===== src/common/profile_run_pkg.sv =====
package profile_run_pkg;
  // run states of the sequencer
  typedef enum logic [1:0] {
    ST_READY,
    ST_RUN,
    ST_HOLD,
    ST_END
  } run_state_t;

  // sampled discrete inputs, carried together
  typedef struct packed {
    logic start;
    logic reset_run;
    logic shutdown;
    logic ramp_step;
    logic fast_fwd;
    logic guar_en;
    logic hold;
  } discretes_t;

  // deviation evidence for the guaranteed soak
  typedef struct packed {
    logic dev_one;       // monitored variable one deviates
    logic dev_two;       // monitored variable two deviates
    logic clear_one;     // variable one back within limit minus hysteresis
    logic clear_two;     // variable two back within limit minus hysteresis
  } deviation_t;

  localparam int SEG_W = 6;
  localparam logic [5:0] SEG_FIRST = 6'h01;
  localparam logic [6:0] DISC_RST = 7'h00;
endpackage


===== src/rtl/profile_run_control.sv =====
`timescale 1ns/1ps
// Function
// - start rising runs from ready, end, and any hold but soak hold
// - only start rising edge acts
// - fast forward level selects accelerated run
// - guarantee hold status follows guaranteed hold
// - start assigned: reset/run rise resets to ready
// - start unassigned: reset/run fall at end runs
// - reset/run ignored while running
// - shutdown rise jumps past batch last segment
// - ramp step rise steps external ramp output
// - deviation hold when enabled and flagged
// - hold input by level or by edge style
// - soak hold releases after hysteresis clearance
// - ramp step fall leaves output soaking
module profile_run_control #(
  parameter int SEG_W = profile_run_pkg::SEG_W
) (
  input wire logic i_clk_sys,
  input wire logic i_sys_rst,
  input wire logic i_update,              // one update cycle strobe, same clock
  input wire profile_run_pkg::discretes_t i_disc, // raw pins
  input wire profile_run_pkg::deviation_t i_dev,  // from deviation logic
  input wire logic i_start_assigned,      // start input is assigned
  input wire logic i_hold_edge_style,     // 1: edge style hold, 0: level
  input wire logic i_ramp_external,       // segment ramp type is external
  input wire logic i_seg_is_ramp,         // current segment is a ramp
  input wire logic i_seg_check_one,       // segment_deviation_check_one
  input wire logic i_seg_check_two,       // segment_deviation_check_two
  input wire logic i_seg_done,            // segment finished
  input wire logic i_seg_last,            // current segment is the last one
  input wire logic [SEG_W-1:0] i_batch_last, // batch last segment
  output logic [1:0] o_state,
  output logic [SEG_W-1:0] o_segment,
  output logic o_fast_forward,
  output logic o_guarantee_hold_status,
  output logic o_ramp_step_pulse,
  output logic o_seg_load_pulse
);

  ////////////////////////////////////////////////////////////////////////
  // input synchronisers and previous-sample register
  // the pins are asynchronous to i_clk_sys; one flop alone could hand a
  // metastable level to several decoders that then disagree

  profile_run_pkg::discretes_t meta_q;   // first stage, read by sync_q only
  profile_run_pkg::discretes_t sync_q;   // second stage, safe to use
  profile_run_pkg::discretes_t prev_q;   // level at last update cycle

  // two flops on every pin before any logic looks at it
  always_ff @(posedge i_clk_sys or posedge i_sys_rst) begin
    if (i_sys_rst) begin
      meta_q <= profile_run_pkg::DISC_RST;
      sync_q <= profile_run_pkg::DISC_RST;
    end else begin
      meta_q <= i_disc;
      sync_q <= meta_q;
    end
  end

  // previous level advances only on update cycles so each edge acts once
  always_ff @(posedge i_clk_sys or posedge i_sys_rst) begin
    if (i_sys_rst) begin
      prev_q <= profile_run_pkg::DISC_RST;
    end else if (i_update) begin
      prev_q <= sync_q;
    end
  end

  ////////////////////////////////////////////////////////////////////////
  // edge and condition decode
  // a pin that toggles twice between strobes shows no edge at all, so a
  // source must hold each level for at least one update period

  wire logic [6:0] rise_w = i_update ? (sync_q & ~prev_q) : 7'h00;
  wire logic [6:0] fall_w = i_update ? (~sync_q & prev_q) : 7'h00;
  profile_run_pkg::discretes_t rise_s;
  profile_run_pkg::discretes_t fall_s;
  assign rise_s = rise_w;
  assign fall_s = fall_w;

  profile_run_pkg::run_state_t state_q, state_d;
  logic [SEG_W-1:0] seg_q, seg_d;
  logic guar_q, guar_d;                  // held by guaranteed soak

  // state decode, shared by the edge qualifiers below
  wire logic in_run = (state_q == profile_run_pkg::ST_RUN);
  wire logic in_hold = (state_q == profile_run_pkg::ST_HOLD);
  wire logic in_end = (state_q == profile_run_pkg::ST_END);
  wire logic in_ready = (state_q == profile_run_pkg::ST_READY);

  // start acts on its rising edge only; fall is never looked at
  wire logic start_go = rise_s.start & (in_ready | in_hold | in_end);
  // reset/run only outside run state
  wire logic rr_reset = rise_s.reset_run & ~in_run;
  wire logic rr_run = fall_s.reset_run & in_end & ~i_start_assigned;
  wire logic shut_go = rise_s.shutdown & (in_run | in_hold | in_end);
  // deviation hold needs enable, a deviation and its segment flag
  wire logic dev_hit = sync_q.guar_en &
    ((i_dev.dev_one & i_seg_check_one) |
     (i_dev.dev_two & i_seg_check_two));
  // released once each watched variable cleared by hysteresis
  // guar_en low also releases, so dropping the enable frees the hold
  wire logic dev_clear = (~i_seg_check_one | i_dev.clear_one) &
    (~i_seg_check_two | i_dev.clear_two) | ~sync_q.guar_en;
  // level style follows the pin; edge style latches on rise
  wire logic ext_hold_lvl = ~i_hold_edge_style & sync_q.hold;
  wire logic ext_hold_edge = i_hold_edge_style & rise_s.hold;
  // zero on the last segment, so done there ends the profile
  wire logic next_seg_w = i_seg_last ? 1'b0 : 1'b1;

  ////////////////////////////////////////////////////////////////////////
  // next-state decode; reset and shutdown outrank holds
  // the ready and end branches both start a run; end also rewinds to
  // the first segment so a finished profile replays from its top

  // one process so the priority reads top to bottom
  always_comb begin
    state_d = state_q;
    seg_d = seg_q;
    guar_d = guar_q;
    if (!i_update) begin
      // nothing moves between update cycles
    end else if (rr_reset & i_start_assigned) begin
      state_d = profile_run_pkg::ST_READY;
      seg_d = SEG_W'(profile_run_pkg::SEG_FIRST);
      guar_d = 1'b0;
    end else if (rr_reset) begin
      // unassigned start: rising edge still resets to ready
      state_d = profile_run_pkg::ST_READY;
      seg_d = SEG_W'(profile_run_pkg::SEG_FIRST);
      guar_d = 1'b0;
    end else if (rr_run) begin
      state_d = profile_run_pkg::ST_RUN;
      seg_d = SEG_W'(profile_run_pkg::SEG_FIRST);
    end else if (shut_go) begin
      seg_d = i_batch_last + SEG_W'(1);
      state_d = profile_run_pkg::ST_RUN;
      guar_d = 1'b0;
    end else begin
      unique case (state_q)
        profile_run_pkg::ST_READY: begin
          if (start_go) state_d = profile_run_pkg::ST_RUN;
        end
        profile_run_pkg::ST_RUN: begin
          if (dev_hit) begin
            state_d = profile_run_pkg::ST_HOLD;
            guar_d = 1'b1;
          end else if (ext_hold_lvl | ext_hold_edge) begin
            state_d = profile_run_pkg::ST_HOLD;
          end else if (i_seg_done & next_seg_w) begin
            seg_d = seg_q + SEG_W'(1);
          end else if (i_seg_done) begin
            state_d = profile_run_pkg::ST_END;
          end
        end
        profile_run_pkg::ST_HOLD: begin
          if (guar_q) begin
            // soak hold ends on clearance alone
            if (dev_clear) begin
              state_d = profile_run_pkg::ST_RUN;
              guar_d = 1'b0;
            end
          end else if (!i_hold_edge_style) begin
            // level style: pin low resumes, a start rise also does
            if (!sync_q.hold | start_go) begin
              state_d = profile_run_pkg::ST_RUN;
            end
          end else if (start_go) begin
            state_d = profile_run_pkg::ST_RUN;
          end
        end
        profile_run_pkg::ST_END: begin
          if (start_go) begin
            state_d = profile_run_pkg::ST_RUN;
            seg_d = SEG_W'(profile_run_pkg::SEG_FIRST);
          end
        end
      endcase
    end
  end

  ////////////////////////////////////////////////////////////////////////
  // state and output registers

  // the peer OR of these status bits is wired outside into i_disc.hold
  // step only on a rise; a fall is no step, so the ramp soaks meanwhile
  wire logic step_w = rise_s.ramp_step & in_run & i_ramp_external &
    i_seg_is_ramp;
  // segment reload strobe: any change of segment or a reset/run restart
  wire logic load_w = (seg_d != seg_q) | (rr_run);
  // next state is run; gates the accelerated mode
  wire logic run_d_w = (state_d == profile_run_pkg::ST_RUN);

  // outputs copy the next-state values, so they move on the same edge
  // as the state registers with no extra cycle of latency
  always_ff @(posedge i_clk_sys or posedge i_sys_rst) begin
    if (i_sys_rst) begin
      // idle: ready at the first segment, all strobes low
      state_q <= profile_run_pkg::ST_READY;
      seg_q <= SEG_W'(profile_run_pkg::SEG_FIRST);
      guar_q <= 1'b0;
      o_state <= 2'h0;
      o_segment <= SEG_W'(profile_run_pkg::SEG_FIRST);
      o_fast_forward <= 1'b0;
      o_guarantee_hold_status <= 1'b0;
      o_ramp_step_pulse <= 1'b0;
      o_seg_load_pulse <= 1'b0;
    end else begin
      // every register follows its next value each clock
      state_q <= state_d;
      seg_q <= seg_d;
      guar_q <= guar_d;
      o_state <= state_d;
      o_segment <= seg_d;
      o_fast_forward <= sync_q.fast_fwd & run_d_w;
      o_guarantee_hold_status <= guar_d;
      o_ramp_step_pulse <= step_w;
      o_seg_load_pulse <= load_w;
    end
  end

endmodule


===== config.mk =====
export PLATFORM = sky130hd
export DESIGN_NAME = profile_run_control
export DESIGN_NICKNAME = d
export VERILOG_FILES = /design/src/common/profile_run_pkg.sv /design/src/rtl/profile_run_control.sv
export SDC_FILE = /design/constraint.sdc
export NUM_CORES = 1
export LEC_CHECK = 0
export BUFFER_PORTS_ARGS = -buffer_cell sky130_fd_sc_hd__buf_2
export CAP_MARGIN = 40
export CORE_ASPECT_RATIO = 1.1
export CORE_MARGIN = 2
export CORE_UTILIZATION = 54
export DETAILED_ROUTE_END_ITERATION = 16
export GPL_TIMING_DRIVEN = 0
export PLACE_DENSITY = 0.87
export SYNTH_ARGS = -nofsm -noshare
export SYNTH_HDL_FRONTEND = slang
export SYNTH_SLANG_ARGS = --single-unit

===== constraint.sdc =====
create_clock -name i_clk_sys -period 2.8 [get_ports i_clk_sys]
set_input_delay 0.14 -clock i_clk_sys [delete_from_list [all_inputs] [get_ports i_clk_sys]]
set_output_delay 0.14 -clock i_clk_sys [all_outputs]
set_load 0.005 [all_outputs]

==> results of run 1 <==
==> layout by cell type, fill, tap and decap left out, types with 2 or more instances in the layout <==
cell                            synthesis  final
sky130_fd_sc_hd__ha_1                   7      7
sky130_fd_sc_hd__nand4_1                5      5
sky130_fd_sc_hd__nor2_1                 9      9
sky130_fd_sc_hd__and4bb_4               3      3
sky130_fd_sc_hd__clkbuf_1               5      6
sky130_fd_sc_hd__buf_2                  5     44
sky130_fd_sc_hd__o21ai_1                5      5
sky130_fd_sc_hd__nor4_1                 2      2
sky130_fd_sc_hd__mux2_2                 5      5
sky130_fd_sc_hd__inv_1                  8      8
sky130_fd_sc_hd__a22o_1                 2      2
sky130_fd_sc_hd__o22ai_1                3      3
sky130_fd_sc_hd__dlygate4sd3_1          0      8
sky130_fd_sc_hd__a221oi_1               2      2
sky130_fd_sc_hd__nand2_1               14     14
sky130_fd_sc_hd__nor3b_1                2      2
sky130_fd_sc_hd__a211o_1                2      2
sky130_fd_sc_hd__o211ai_1               4      4
sky130_fd_sc_hd__o221ai_1               2      2
sky130_fd_sc_hd__nor2b_1                2      2
sky130_fd_sc_hd__nor3_1                 4      4
sky130_fd_sc_hd__dfrtp_1               30     30
sky130_fd_sc_hd__a31oi_1                5      5
sky130_fd_sc_hd__o21ai_0                4      4
sky130_fd_sc_hd__a21oi_1               13     13
sky130_fd_sc_hd__xnor2_1                6      6
sky130_fd_sc_hd__nand2b_1               3      3
sky130_fd_sc_hd__nand3_1               11     11
sky130_fd_sc_hd__clkbuf_4               0      5
==> power by group through the flow <==
stage	clock network (W)	logic, W	registers (W)
finish	0.000253	0.000759	0.000619
global route	0.000289	0.000853	0.000634
CTS	0.000258	0.000749	0.000615
detailed placement	0	0.000736	0.000624
global placement	0	0.000724	0.000621
floorplan	0	0.000524	0.000615
==> cell type report <==
| cell class | instances | area [um^2] | share of cell area, % |
|---|---|---|---|
| Buffer | 10 | 43.8 | 1.87 |
| Clock inverter | 2 | 12.5 | 0.534 |
| Clock buffer | 6 | 41.3 | 1.76 |
| Tap cell | 48 | 60.1 | 2.56 |
| Sequential cell | 31 | 777 | 33.2 |
| Multi-Input combinational cell | 148 | 1070 | 45.8 |
| Inverter | 9 | 33.8 | 1.44 |
| Timing Repair Buffer | 48 | 303 | 12.9 |
==> routing by layer <==
layer  GRT usage (%)  up-vias  share of wire [%]
met1            31.7      843                 42
met3            8.16       13                6.2
met2            41.8       65                 49
met5               0        -                  0
met4            10.9        0                2.5
li1                -      860                  -
==> cell families (layout without fill, tap and decap cells) <==
| family | after synthesis | count (layout) | share of synthesized area, % |
|---|---|---|---|
| compound gates | 61 | 61 | 22.0 |
| xor+xnor | 7 | 7 | 3.18 |
| buf+inv | 19 | 75 | 4.03 |
| flops | 31 | 31 | 40.3 |
| mux | 6 | 6 | 4.09 |
| fa+ha+maj | 7 | 7 | 4.55 |
| simple gates | 67 | 67 | 21.9 |
==> metrics by stage <==
stage	std cells	hold slack, ns	total power (W)	setup WS [ns]	area [um^2]
CTS	302	0.0547	0.00162	0.286	2340
global placement	285	0.247	0.00134	0.310	2180
global route	302	0.0534	0.00178	0.103	2340
finish	302	0.0519	0.00163	0.230	2340
floorplan	198	0.171	0.00114	0.737	1930
detailed placement	286	0.220	0.00136	0.333	2210
==> registers in the layout, indices dropped and copies added, names as in the netlist <==
| name | flops |
|---|---|
| guar_q | 1 |
| meta_q | 7 |
| o_fast_forward | 1 |
| o_ramp_step_pulse | 1 |
| o_seg_load_pulse | 1 |
| prev_q | 5 |
| seg_q | 6 |
| state_q | 2 |
| sync_q | 7 |
==> what timing repair did <==
item	4_1_cts	5_1_grt
hold buffers	8	0
gates resized for setup	0	0
hold endpoints to repair	17	0
==> how the worst max path moves through the flow <==
stage	end	slack (ns)
2_1_floorplan	o_seg_load_pulse	0.74
3_3_place_gp	o_seg_load_pulse	0.31
3_5_place_dp	o_seg_load_pulse	0.33
4_1_cts	o_seg_load_pulse	0.29
5_1_grt	o_seg_load_pulse	0.10
6_report	o_seg_load_pulse	0.23
==> tightest hold or removal path: stages <==
cell and delay (ns):
sky130_fd_sc_hd__buf_2 0.09, sky130_fd_sc_hd__nand4_1 0.07, sky130_fd_sc_hd__nor3b_1 0.05
==> reports/results.md, run 1 <==
### Status
- **outcome** finished clean

### Hold path
- **hold path depth** 3
- **Hold Path Sink** o_ramp_step_pulse
- **hold crit path type** in -> reg
- **origin of the worst min-delay path** i_seg_is_ramp

### Routing
- **Post-route DRC** 0
- **average wire per cell in the routed design** 15.1 um
- **overall via count from detail_route** 1781
- **Final ANT Viol Nets** 0
- **detailed-routing iteration count for the pre-antenna-repair pass** 4
- **vias per inst** 5.90
- **wirelength, routed** 4550 um
- **Initial DRC Count** 149

### Synth
- **post-synth top area share** 39.0%
- **synthesized cell area** 1930 um^2
- **syn nets** 233
- **synthesized flop and latch total** 31
- **post-synthesis sequential area ratio** 40.3%
- **Synth Flop Type** sky130_fd_sc_hd__dfrtp_1
- **top cell type by total area after synthesis** sky130_fd_sc_hd__dfrtp_1
- **share of flip-flops with an asynchronous set or reset after synthesis** 100%
- **largest cells by area after synthesis** sky130_fd_sc_hd__dfrtp_1, sky130_fd_sc_hd__ha_1, sky130_fd_sc_hd__a21oi_1, sky130_fd_sc_hd__mux2_2, sky130_fd_sc_hd__nand3_1
- **number of library cell types mapped by synthesis** 62
- **most repeated cell in the gate-level netlist after synthesis** sky130_fd_sc_hd__dfrtp_1
- **Syn Inst Count** 198
- **Yosys warning count** 0
- **commonest cells in the netlist** sky130_fd_sc_hd__dfrtp_1, sky130_fd_sc_hd__nand2_1, sky130_fd_sc_hd__a21oi_1
- **EDFF count, synth** 0
- **per-instance average area after synthesis** 9.73 um^2

### Placement
- **Final Wtd Congestion** 0.942
- **Post-DP HPWL** 3390 um
- **number of buffer cells added on primary ports** 39

### Worst setup path
- **required time of the critical path** 3.02 ns
- **dominant delay contributor by cell family on the critical path** simple AND/OR/NAND/NOR gates
- **Register-to-Register Path Depth** 8
- **critical register-to-register path endpoint** o_seg_load_pulse
- **register-to-register setup slack** 0.23 ns
- **cell seen most often among critical-path stages** sky130_fd_sc_hd__nand4_1
- **CP bufs+invs** 0
- **capturing element type of the critical path** register
- **reg2reg start** state_q[0]
- **max incr delay on CP** 0.48 ns
- **Worst Setup SP** state_q[0]
- **CP Class** reg -> reg
- **worst-path fanout max** 8
- **cell with the biggest individual delay on the critical path** sky130_fd_sc_hd__dfrtp_1
- **Critical Path Source Type** register
- **Worst Path Arrival** 2.79 ns
- **CP Cell Sequence** ha_1 -> and4bb_4 -> nor3b_4 -> o21ai_2 -> a32oi_1 -> nand4_1 -> nor4_1 -> nand4_1
- **logic depth of the worst path, buffers included** 8

### STA
- **number of endpoints with negative hold slack in the final report** 0
- **worst clock skew** 0.0115 ns
- **RSZ-0062 raised after global routing** no
- **final count of negative-setup-slack endpoints** 0
- **highest attainable clock frequency** 389 MHz
- **clock period minus worst slack** 2.57 ns
- **post-route clock period utilization** 91.8%
- **Total Negative Setup Slacks** 0 ns
- **slew at the pin closest to its max-slew limit** 0.573 ns
- **worst-case headroom to the max-slew limit** 61.8%
- **count of final max-slew check failures** 0

### Clock network
- **buffer count from post-CTS setup fixing** 0
- **# clock sinks** 31
- **number of H-tree branching levels** 2
- **TritonCTS clock tree** built
- **master cell of the clock root buffer** sky130_fd_sc_hd__clkbuf_4
- **cts bufs inserted** 5
- **maximum clock path buffer count** 2
- **Clock transition at path regs** 0.11 ns
- **clock insertion delay at the later pin of the skew report** 0.34 ns

### GRT
- **largest net degree at the start of global routing** 21
- **initial antenna violation count** 0
- **via count of the first global-routing pass** 1659
- **total routing usage reported by global routing** 26.0%
- **wire length of the first global-routing pass** 7620 um
- **total congestion overflow after global routing** 0

### Power and ir drop
- **switching share of total power** 40.8%
- **power density cells** 696 nW/um^2
- **internal power** 0.000966 W
- **VDD IR max** 0.476 mV
- **fraction of power consumed by combinational cells** 46.5%
- **Lkg Pwr** 1.00 nW
- **net switching power figure** 0.000666 W
- **share of power burned in the clock network** 15.5%
- **portion of total power attributed to sequential cells** 37.9%

### Die
- **Die X-Extent** 61.0 um
- **effective utilization at floorplan** 56.9%
- **io pins** 40
- **overall die area** 4060 um^2
- **number of rows created at floorplan** 22
- **floorplan die height** 66.7 um
- **Std-Cell Core Area** 3390 um^2

### Finish
- **net total in the final layout** 288
- **number of filler cells placed in the layout** 290
- **final design utilization** 69.2%
- **share of final-layout standard cells stronger than drive strength 1** 28.0%
- **area growth from synthesis to layout** 21.6%
- **count of antenna diodes in the layout** 0

### Job
- **Max-cap violations** 0

(Power assumes the default switching activity.)
==> inputs of run 2 (changes only) <==
--- a/config.mk
+++ b/config.mk
@@ -12,7 +12,7 @@
 export CORE_UTILIZATION = 54
 export DETAILED_ROUTE_END_ITERATION = 16
 export GPL_TIMING_DRIVEN = 0
-export PLACE_DENSITY = 0.87
+export PLACE_DENSITY = 0.79
 export SYNTH_ARGS = -nofsm -noshare
 export SYNTH_HDL_FRONTEND = slang
 export SYNTH_SLANG_ARGS = --single-unit
==> reports/results.md, run 2 (synthesized netlist as in run 1, its figures left out) <==
### Routing
- **amount of wire on met3 after detailed routing** 237 um, was 281 um
- **wire length on met2** 2210 um, was 2220 um
- **vias per inst** 5.98, was 5.90
- **Post-route DRC** 0, unchanged
- **routed metal-1 wirelength** 2010 um, was 1930 um
- **average wire per cell in the routed design** 15.1 um, about the same
- **detailed-routing iteration count for the pre-antenna-repair pass** 4, unchanged
- **Final ANT Viol Nets** 0, unchanged
- **overall via count from detail_route** 1807, was 1781
- **highest metal layer with signal wires** met4, unchanged
- **wirelength, routed** 4550 um, about the same
- **Initial DRC Count** 132, was 149

### Finish
- **net total in the final layout** 288, unchanged
- **top library cells by usage in the layout, fill and taps aside** sky130_fd_sc_hd__buf_2, sky130_fd_sc_hd__dfrtp_1, sky130_fd_sc_hd__nand2_1, unchanged
- **most common library cell in the layout ignoring fill and taps** sky130_fd_sc_hd__buf_2, unchanged
- **area growth from synthesis to layout** 21.6%, unchanged
- **count of antenna diodes in the layout** 0, unchanged
- **share of final-layout standard cells stronger than drive strength 1** 28.0%, unchanged
- **Layout Cells excl Fill** 302, unchanged
- **registers with the most flip-flops** meta_q (7), sync_q (7), seg_q (6), unchanged
- **number of filler cells placed in the layout** 296, was 290

### Die
- **number of rows created at floorplan** 22, unchanged
- **Die X-Extent** 61.0 um, unchanged
- **floorplan die height** 66.7 um, unchanged
- **overall die area** 4060 um^2, unchanged
- **io pins** 40, unchanged
- **effective utilization at floorplan** 56.9%, unchanged
- **Std-Cell Core Area** 3390 um^2, unchanged

### GRT
- **initial antenna violation count** 0, unchanged
- **largest net degree at the start of global routing** 19, was 21
- **total congestion overflow after global routing** 0, unchanged
- **via count of the first global-routing pass** 1656, was 1659
- **total routing usage reported by global routing** 25.1%, was 26.0%
- **wire length of the first global-routing pass** 7490 um, was 7620 um

### Hold path
- **hold crit path type** in -> reg, unchanged
- **hold path depth** 3, unchanged

### Power and ir drop
- **internal power** 0.000965 W, was 0.000966 W
- **share of power burned in the clock network** 15.9%, was 15.5%
- **VDD IR max** 0.538 mV, was 0.476 mV
- **Lkg Pwr** 1.00 nW, unchanged
- **portion of total power attributed to sequential cells** 37.8%, was 37.9%
- **switching share of total power** 40.8%, about the same
- **power density cells** 696 nW/um^2, about the same
- **fraction of power consumed by combinational cells** 46.3%, was 46.5%
- **net switching power figure** 0.000666 W, about the same

### Placement
- **Post-DP HPWL** 3350 um, was 3390 um
- **Final Wtd Congestion** 0.950, was 0.942
- **dpl cells** 286, unchanged
- **number of buffer cells added on primary ports** 39, unchanged

### Clock network
- **# clock sinks** 31, unchanged
- **cts bufs inserted** 5, unchanged
- **master cell of the clock root buffer** sky130_fd_sc_hd__clkbuf_4, unchanged
- **number of H-tree branching levels** 2, unchanged
- **PostCTS Resize Cnt** 0, unchanged
- **clock insertion delay at the later pin of the skew report** 0.35 ns, was 0.34 ns
- **TritonCTS clock tree** built, unchanged
- **hold_buf cts** 8, unchanged
- **maximum clock path buffer count** 2, unchanged
- **buffer count from post-CTS setup fixing** 0, unchanged
- **Clock transition at path regs** 0.10 ns, was 0.11 ns

### Worst setup path
- **required time of the critical path** 3.02 ns, about the same
- **capturing element type of the critical path** register, unchanged
- **Critical Path Source Type** register, unchanged
- **CP Class** reg -> reg, unchanged
- **crit path to** o_seg_load_pulse, unchanged
- **worst-path fanout max** 8, unchanged
- **reg2reg start** state_q[0], unchanged
- **register-to-register setup slack** 0.33 ns, was 0.23 ns
- **Worst Setup SP** state_q[0], unchanged
- **Worst Path Arrival** 2.69 ns, was 2.79 ns
- **critical register-to-register path endpoint** o_seg_load_pulse, unchanged
- **Register-to-Register Path Depth** 8, unchanged

### STA
- **worst clock skew** 0.0186 ns, was 0.0115 ns
- **post-route clock period utilization** 88.3%, was 91.8%
- **worst-case headroom to the max-slew limit** 57.6%, was 61.8%
- **number of endpoints with negative hold slack in the final report** 0, unchanged
- **Total Negative Setup Slacks** 0 ns, unchanged
- **highest attainable clock frequency** 405 MHz, was 389 MHz
- **final count of negative-setup-slack endpoints** 0, unchanged
- **clock period minus worst slack** 2.47 ns, was 2.57 ns
- **count of final max-slew check failures** 0, unchanged
- **slew at the pin closest to its max-slew limit** 0.636 ns, was 0.573 ns
- **RSZ-0062 raised after global routing** no, unchanged

### Status
- **outcome** finished clean, unchanged

### Job
- **Max-cap violations** 0, unchanged

-- run 2: cell counts in the layout (fill, tap and decap cells not counted) --
No cell type changed its count.
-- run 2: metrics by stage --
stage | hold WS (ns) | power [W] | setup WS, ns | cell area [um^2] | util, %
3_3_place_gp | 0.248 | 0.00134 | 0.380 | 2180 | 64.4
2_1_floorplan | 0.171 | 0.00114 | 0.737 | 1930 | -
3_5_place_dp | 0.240 | 0.00136 | 0.394 | 2210 | 65.3
5_1_grt | 0.0511 | 0.00177 | 0.204 | 2340 | 69.2
6_report | 0.0670 | 0.00163 | 0.328 | 2340 | 69.2
4_1_cts | 0.0619 | 0.00163 | 0.371 | 2340 | 69.2
-- run 2: how the worst min path moves through the flow --
stage                             start  slack (ns)                 to
final                     i_seg_is_ramp        0.07  o_ramp_step_pulse
after global routing      i_seg_is_ramp        0.05  o_ramp_step_pulse
after CTS                 i_seg_is_ramp        0.06  o_ramp_step_pulse
after detailed placement      i_sys_rst        0.24          sync_q[6]
after global placement        i_disc[0]        0.25          meta_q[0]
after floorplan               i_disc[0]        0.17          meta_q[0]
-- run 2: metal layers --
layer | vias up | GRT usage (%)
li1 | 858 | -
met1 | 873 | 32.1
met2 | 63 | 40.6
met3 | 13 | 5.83
met4 | 0 | 9.78
met5 | - | 0
-- run 2: cell type report --
type | instances | area (um^2) | share of cell area, %
repair buffers | 48 | 303 | 12.9
multi-input cells | 148 | 1070 | 45.8
clock buffers | 6 | 41.3 | 1.76
flip-flops and latches | 31 | 777 | 33.2
inverters | 9 | 33.8 | 1.44
well taps | 48 | 60.1 | 2.56
clock inverters | 2 | 12.5 | 0.534
plain buffers | 10 | 43.8 | 1.87
-- run 2: power by group through the flow --
stage          sequential [W]  clock [W]  combinational [W]
6_report             0.000617   0.000259           0.000755
5_1_grt              0.000630   0.000294           0.000841
4_1_cts              0.000615   0.000266           0.000747
3_5_place_dp         0.000624          0           0.000732
2_1_floorplan        0.000615          0           0.000524
3_3_place_gp         0.000621          0           0.000718
-- run 2: critical path, cell delays in order (launching register included) --
cell and delay [ns]:
sky130_fd_sc_hd__dfrtp_1 0.48, sky130_fd_sc_hd__ha_1 0.35, sky130_fd_sc_hd__and4bb_4 0.26, sky130_fd_sc_hd__nor3b_4 0.36, sky130_fd_sc_hd__o21ai_2 0.15, sky130_fd_sc_hd__a32oi_1 0.23, sky130_fd_sc_hd__nand4_1 0.12, sky130_fd_sc_hd__nor4_1 0.26
sky130_fd_sc_hd__nand4_1 0.15
==> inputs of run 3 (changes only) <==
--- a/config.mk
+++ b/config.mk
@@ -5,6 +5,7 @@
 export SDC_FILE = /design/constraint.sdc
 export NUM_CORES = 1
 export LEC_CHECK = 0
+export ABC_AREA = 1
 export BUFFER_PORTS_ARGS = -buffer_cell sky130_fd_sc_hd__buf_2
 export CAP_MARGIN = 40
 export CORE_ASPECT_RATIO = 1.1
@@ -13,6 +14,7 @@
 export DETAILED_ROUTE_END_ITERATION = 16
 export GPL_TIMING_DRIVEN = 0
 export PLACE_DENSITY = 0.79
+export SKIP_LAST_GASP = 1
 export SYNTH_ARGS = -nofsm -noshare
 export SYNTH_HDL_FRONTEND = slang
 export SYNTH_SLANG_ARGS = --single-unit
==> reports/results.md, run 3 <==
### Power and ir drop
- **switching share of total power** 41.1%, was 40.8%
- **net switching power figure** 0.000684 W, was 0.000666 W
- **share of power burned in the clock network** 18.7%, was 15.9%
- **portion of total power attributed to sequential cells** 37.6%, was 37.8%
- **power density cells** 706 nW/um^2, was 696 nW/um^2
- **VDD IR max** 0.429 mV, was 0.538 mV
- **fraction of power consumed by combinational cells** 43.7%, was 46.3%
- **Lkg Pwr** 1.26 nW, was 1.00 nW
- **internal power** 0.000979 W, was 0.000965 W

### Die
- **effective utilization at floorplan** 56.8%, was 56.9%
- **floorplan die height** 66.6 um, was 66.7 um
- **io pins** 40, unchanged
- **overall die area** 4060 um^2, about the same
- **Die X-Extent** 60.9 um, was 61.0 um
- **Std-Cell Core Area** 3390 um^2, unchanged
- **number of rows created at floorplan** 22, unchanged

### Clock network
- **cts bufs inserted** 5, unchanged
- **number of H-tree branching levels** 2, unchanged
- **# clock sinks** 31, unchanged
- **maximum clock path buffer count** 2, unchanged
- **PostCTS Resize Cnt** 0, unchanged
- **TritonCTS clock tree** built, unchanged
- **Clock transition at path regs** 0.11 ns, was 0.10 ns
- **clock insertion delay at the later pin of the skew report** 0.35 ns, about the same
- **master cell of the clock root buffer** sky130_fd_sc_hd__clkbuf_4, unchanged

### Routing
- **overall via count from detail_route** 1793, was 1807
- **detailed-routing iteration count for the pre-antenna-repair pass** 4, unchanged
- **vias per inst** 5.11, was 5.98
- **average wire per cell in the routed design** 11.8 um, was 15.1 um
- **Post-route DRC** 0, unchanged
- **Initial DRC Count** 95, was 132
- **Final ANT Viol Nets** 0, unchanged
- **wirelength, routed** 4150 um, was 4550 um

### Synth
- **synthesized cell area** 1920 um^2, was 1930 um^2
- **most repeated cell in the gate-level netlist after synthesis** sky130_fd_sc_hd__nand2_1, was sky130_fd_sc_hd__dfrtp_1
- **synthesized flop and latch total** 31, unchanged
- **EDFF count, synth** 0, unchanged
- **Yosys warning count** 0, unchanged
- **Synth Flop Type** sky130_fd_sc_hd__dfrtp_1, unchanged
- **post-synth top area share** 39.0%, about the same
- **commonest cells in the netlist** sky130_fd_sc_hd__nand2_1, sky130_fd_sc_hd__inv_1, sky130_fd_sc_hd__dfrtp_1, was sky130_fd_sc_hd__dfrtp_1, sky130_fd_sc_hd__nand2_1, sky130_fd_sc_hd__a21oi_1
- **top cell type by total area after synthesis** sky130_fd_sc_hd__dfrtp_1, unchanged
- **largest cells by area after synthesis** sky130_fd_sc_hd__dfrtp_1, sky130_fd_sc_hd__nand2_1, sky130_fd_sc_hd__inv_1, sky130_fd_sc_hd__nand3_1, sky130_fd_sc_hd__ha_1, was sky130_fd_sc_hd__dfrtp_1, sky130_fd_sc_hd__ha_1, sky130_fd_sc_hd__a21oi_1, sky130_fd_sc_hd__mux2_2, sky130_fd_sc_hd__nand3_1
- **Syn Inst Count** 248, was 198
- **post-synthesis sequential area ratio** 40.4%, was 40.3%
- **number of library cell types mapped by synthesis** 33, was 62
- **share of flip-flops with an asynchronous set or reset after synthesis** 100%, unchanged
- **syn nets** 283, was 233
- **per-instance average area after synthesis** 7.75 um^2, was 9.73 um^2

### Finish
- **top library cells by usage in the layout, fill and taps aside** sky130_fd_sc_hd__nand2_1, sky130_fd_sc_hd__buf_2, sky130_fd_sc_hd__inv_1, was sky130_fd_sc_hd__buf_2, sky130_fd_sc_hd__dfrtp_1, sky130_fd_sc_hd__nand2_1
- **share of final-layout standard cells stronger than drive strength 1** 26.7%, was 28.0%
- **net total in the final layout** 337, was 288
- **area growth from synthesis to layout** 22.4%, was 21.6%
- **most common library cell in the layout ignoring fill and taps** sky130_fd_sc_hd__nand2_1, was sky130_fd_sc_hd__buf_2
- **number of filler cells placed in the layout** 297, was 296
- **Layout Cells excl Fill** 351, was 302
- **registers with the most flip-flops** meta_q (7), sync_q (7), seg_q (6), unchanged
- **count of antenna diodes in the layout** 0, unchanged

### Worst setup path
- **Register-to-Register Path Depth** 12, was 8
- **required time of the critical path** 3.05 ns, was 3.02 ns
- **CP bufs+invs** 3, was 0
- **cell with the biggest individual delay on the critical path** sky130_fd_sc_hd__dfrtp_1, unchanged
- **worst-path fanout max** 5, was 8
- **Worst Path Arrival** 2.21 ns, was 2.69 ns
- **Critical Path Source Type** register, unchanged
- **dominant delay contributor by cell family on the critical path** simple AND/OR/NAND/NOR gates, unchanged
- **capturing element type of the critical path** register, unchanged
- **CP Class** reg -> reg, unchanged
- **critical register-to-register path endpoint** o_seg_load_pulse, unchanged
- **register-to-register setup slack** 0.84 ns, was 0.33 ns
- **CP Cell Sequence** inv_1 -> ha_1 -> inv_2 -> a31oi_4 -> nand2_2 -> inv_2 -> o21a_1 -> nand2_1 -> nand3_1 -> nand3_1 -> nor2_1 -> nand2_1, was ha_1 -> and4bb_4 -> nor3b_4 -> o21ai_2 -> a32oi_1 -> nand4_1 -> nor4_1 -> nand4_1
- **max incr delay on CP** 0.45 ns, was 0.48 ns
- **reg2reg start** state_q[1], was state_q[0]

### STA
- **highest attainable clock frequency** 511 MHz, was 405 MHz
- **RSZ-0062 raised after global routing** no, unchanged
- **worst-case headroom to the max-slew limit** 58.2%, was 57.6%
- **slew at the pin closest to its max-slew limit** 0.626 ns, was 0.636 ns
- **Total Negative Setup Slacks** 0 ns, unchanged
- **post-route clock period utilization** 70.0%, was 88.3%
- **count of final max-slew check failures** 0, unchanged
- **number of endpoints with negative hold slack in the final report** 0, unchanged
- **worst clock skew** 0.0142 ns, was 0.0186 ns
- **clock period minus worst slack** 1.96 ns, was 2.47 ns
- **final count of negative-setup-slack endpoints** 0, unchanged

### GRT
- **initial antenna violation count** 0, unchanged
- **total congestion overflow after global routing** 0, unchanged
- **total routing usage reported by global routing** 24.2%, was 25.1%
- **via count of the first global-routing pass** 1771, was 1656
- **largest net degree at the start of global routing** 19, unchanged
- **wire length of the first global-routing pass** 7270 um, was 7490 um

### Hold path
- **origin of the worst min-delay path** i_seg_is_ramp, unchanged
- **hold crit path type** in -> reg, unchanged
- **hold path depth** 3, unchanged
- **Hold Path Sink** o_ramp_step_pulse, unchanged

### Job
- **Max-cap violations** 0, unchanged

### Placement
- **Post-DP HPWL** 3230 um, was 3350 um
- **number of buffer cells added on primary ports** 38, was 39
- **Final Wtd Congestion** 0.877, was 0.950
- **dpl cells** 335, was 286

### Status
- **outcome** finished clean, unchanged

[run 3: cell types whose count changed after synthesis, moves of 5 or more]
| cell | before | now |
|---|---|---|
| sky130_fd_sc_hd__nand2_1 | 14 | 56 |
| sky130_fd_sc_hd__inv_1 | 8 | 36 |
| sky130_fd_sc_hd__xnor2_1 | 6 | 0 |
| sky130_fd_sc_hd__o21ai_0 | 4 | 13 |
| sky130_fd_sc_hd__mux2_2 | 5 | 0 |
| sky130_fd_sc_hd__nor2_1 | 9 | 17 |
| sky130_fd_sc_hd__nand3_1 | 11 | 25 |
| sky130_fd_sc_hd__a21oi_1 | 13 | 8 |
[run 3: worst max-delay path by stage]
stage,start,cells after the start,endpoint,slack (ns)
2_1_floorplan,state_q[1],12,o_seg_load_pulse,1.12
3_3_place_gp,state_q[1],12,o_seg_load_pulse,0.87
3_5_place_dp,state_q[1],12,o_seg_load_pulse,0.82
4_1_cts,state_q[1],12,o_seg_load_pulse,0.82
5_1_grt,state_q[1],12,o_seg_load_pulse,0.70
6_report,state_q[1],12,o_seg_load_pulse,0.84
[run 3: logic make-up (layout without fill, tap and decap cells)]
family | count (synthesis) | after routing | synth area share (%)
compound gates | 37 | 37 | 12.4
fa+ha+maj | 7 | 7 | 4.55
buf+inv | 47 | 102 | 10.2
flops | 31 | 31 | 40.4
simple gates | 126 | 126 | 32.5
[run 3: worst reg2reg max path, cell delays in order (launching register included)]
cell	delay, ns
sky130_fd_sc_hd__dfrtp_1	0.45
sky130_fd_sc_hd__inv_1	0.13
sky130_fd_sc_hd__ha_1	0.29
sky130_fd_sc_hd__inv_2	0.12
sky130_fd_sc_hd__a31oi_4	0.17
sky130_fd_sc_hd__nand2_2	0.11
sky130_fd_sc_hd__inv_2	0.09
sky130_fd_sc_hd__o21a_1	0.16
sky130_fd_sc_hd__nand2_1	0.07
sky130_fd_sc_hd__nand3_1	0.06
sky130_fd_sc_hd__nand3_1	0.08
sky130_fd_sc_hd__nor2_1	0.10
sky130_fd_sc_hd__nand2_1	0.06
[run 3: cell type report]
class	instances	area (um^2)	share of cell area (%)
plain buffers	5	36.3	1.54
clock buffers	7	65.1	2.76
clock inverters	1	7.51	0.319
inverters	42	160	6.80
multi-input cells	170	950	40.4
flip-flops and latches	31	777	33.0
well taps	48	60.1	2.55
repair buffers	47	298	12.7
[run 3: power groups by stage]
stage	Clock (W)	Sequential, W	Combinational, W
3_5_place_dp	0	0.000635	0.000716
5_1_grt	0.000340	0.000640	0.000837
3_3_place_gp	0	0.000632	0.000693
6_report	0.000310	0.000625	0.000727
2_1_floorplan	0	0.000622	0.000509
4_1_cts	0.000317	0.000627	0.000729
[run 3: what timing repair did]
action	4_1_cts	5_1_grt
endpoints found under the hold margin	20	0
hold buffers	8	0
buffers inserted	0	0
endpoints found under the setup margin	0	0
[run 3: through the flow]
step                      instance area (um^2)  util, %  hold WS [ns]  power, W  setup WS, ns
after floorplan                           1920        -         0.171   0.00113          1.12
after global placement                    2170     64.2         0.248   0.00133         0.872
after detailed placement                  2200     65.0         0.250   0.00135         0.824
after CTS                                 2350     69.5        0.0182   0.00167         0.817
after global routing                      2350     69.5        0.0286   0.00182         0.702
final                                     2350     69.5        0.0233   0.00166         0.841
[run 3: routing by layer]
layer | track usage [%] | part of all wire (%) | up-vias
met5 | 0 | 0 | -
met4 | 8.42 | 1.9 | 0
met3 | 5.63 | 4.4 | 10
met2 | 43.4 | 53 | 45
met1 | 27.4 | 41 | 823
li1 | - | - | 915
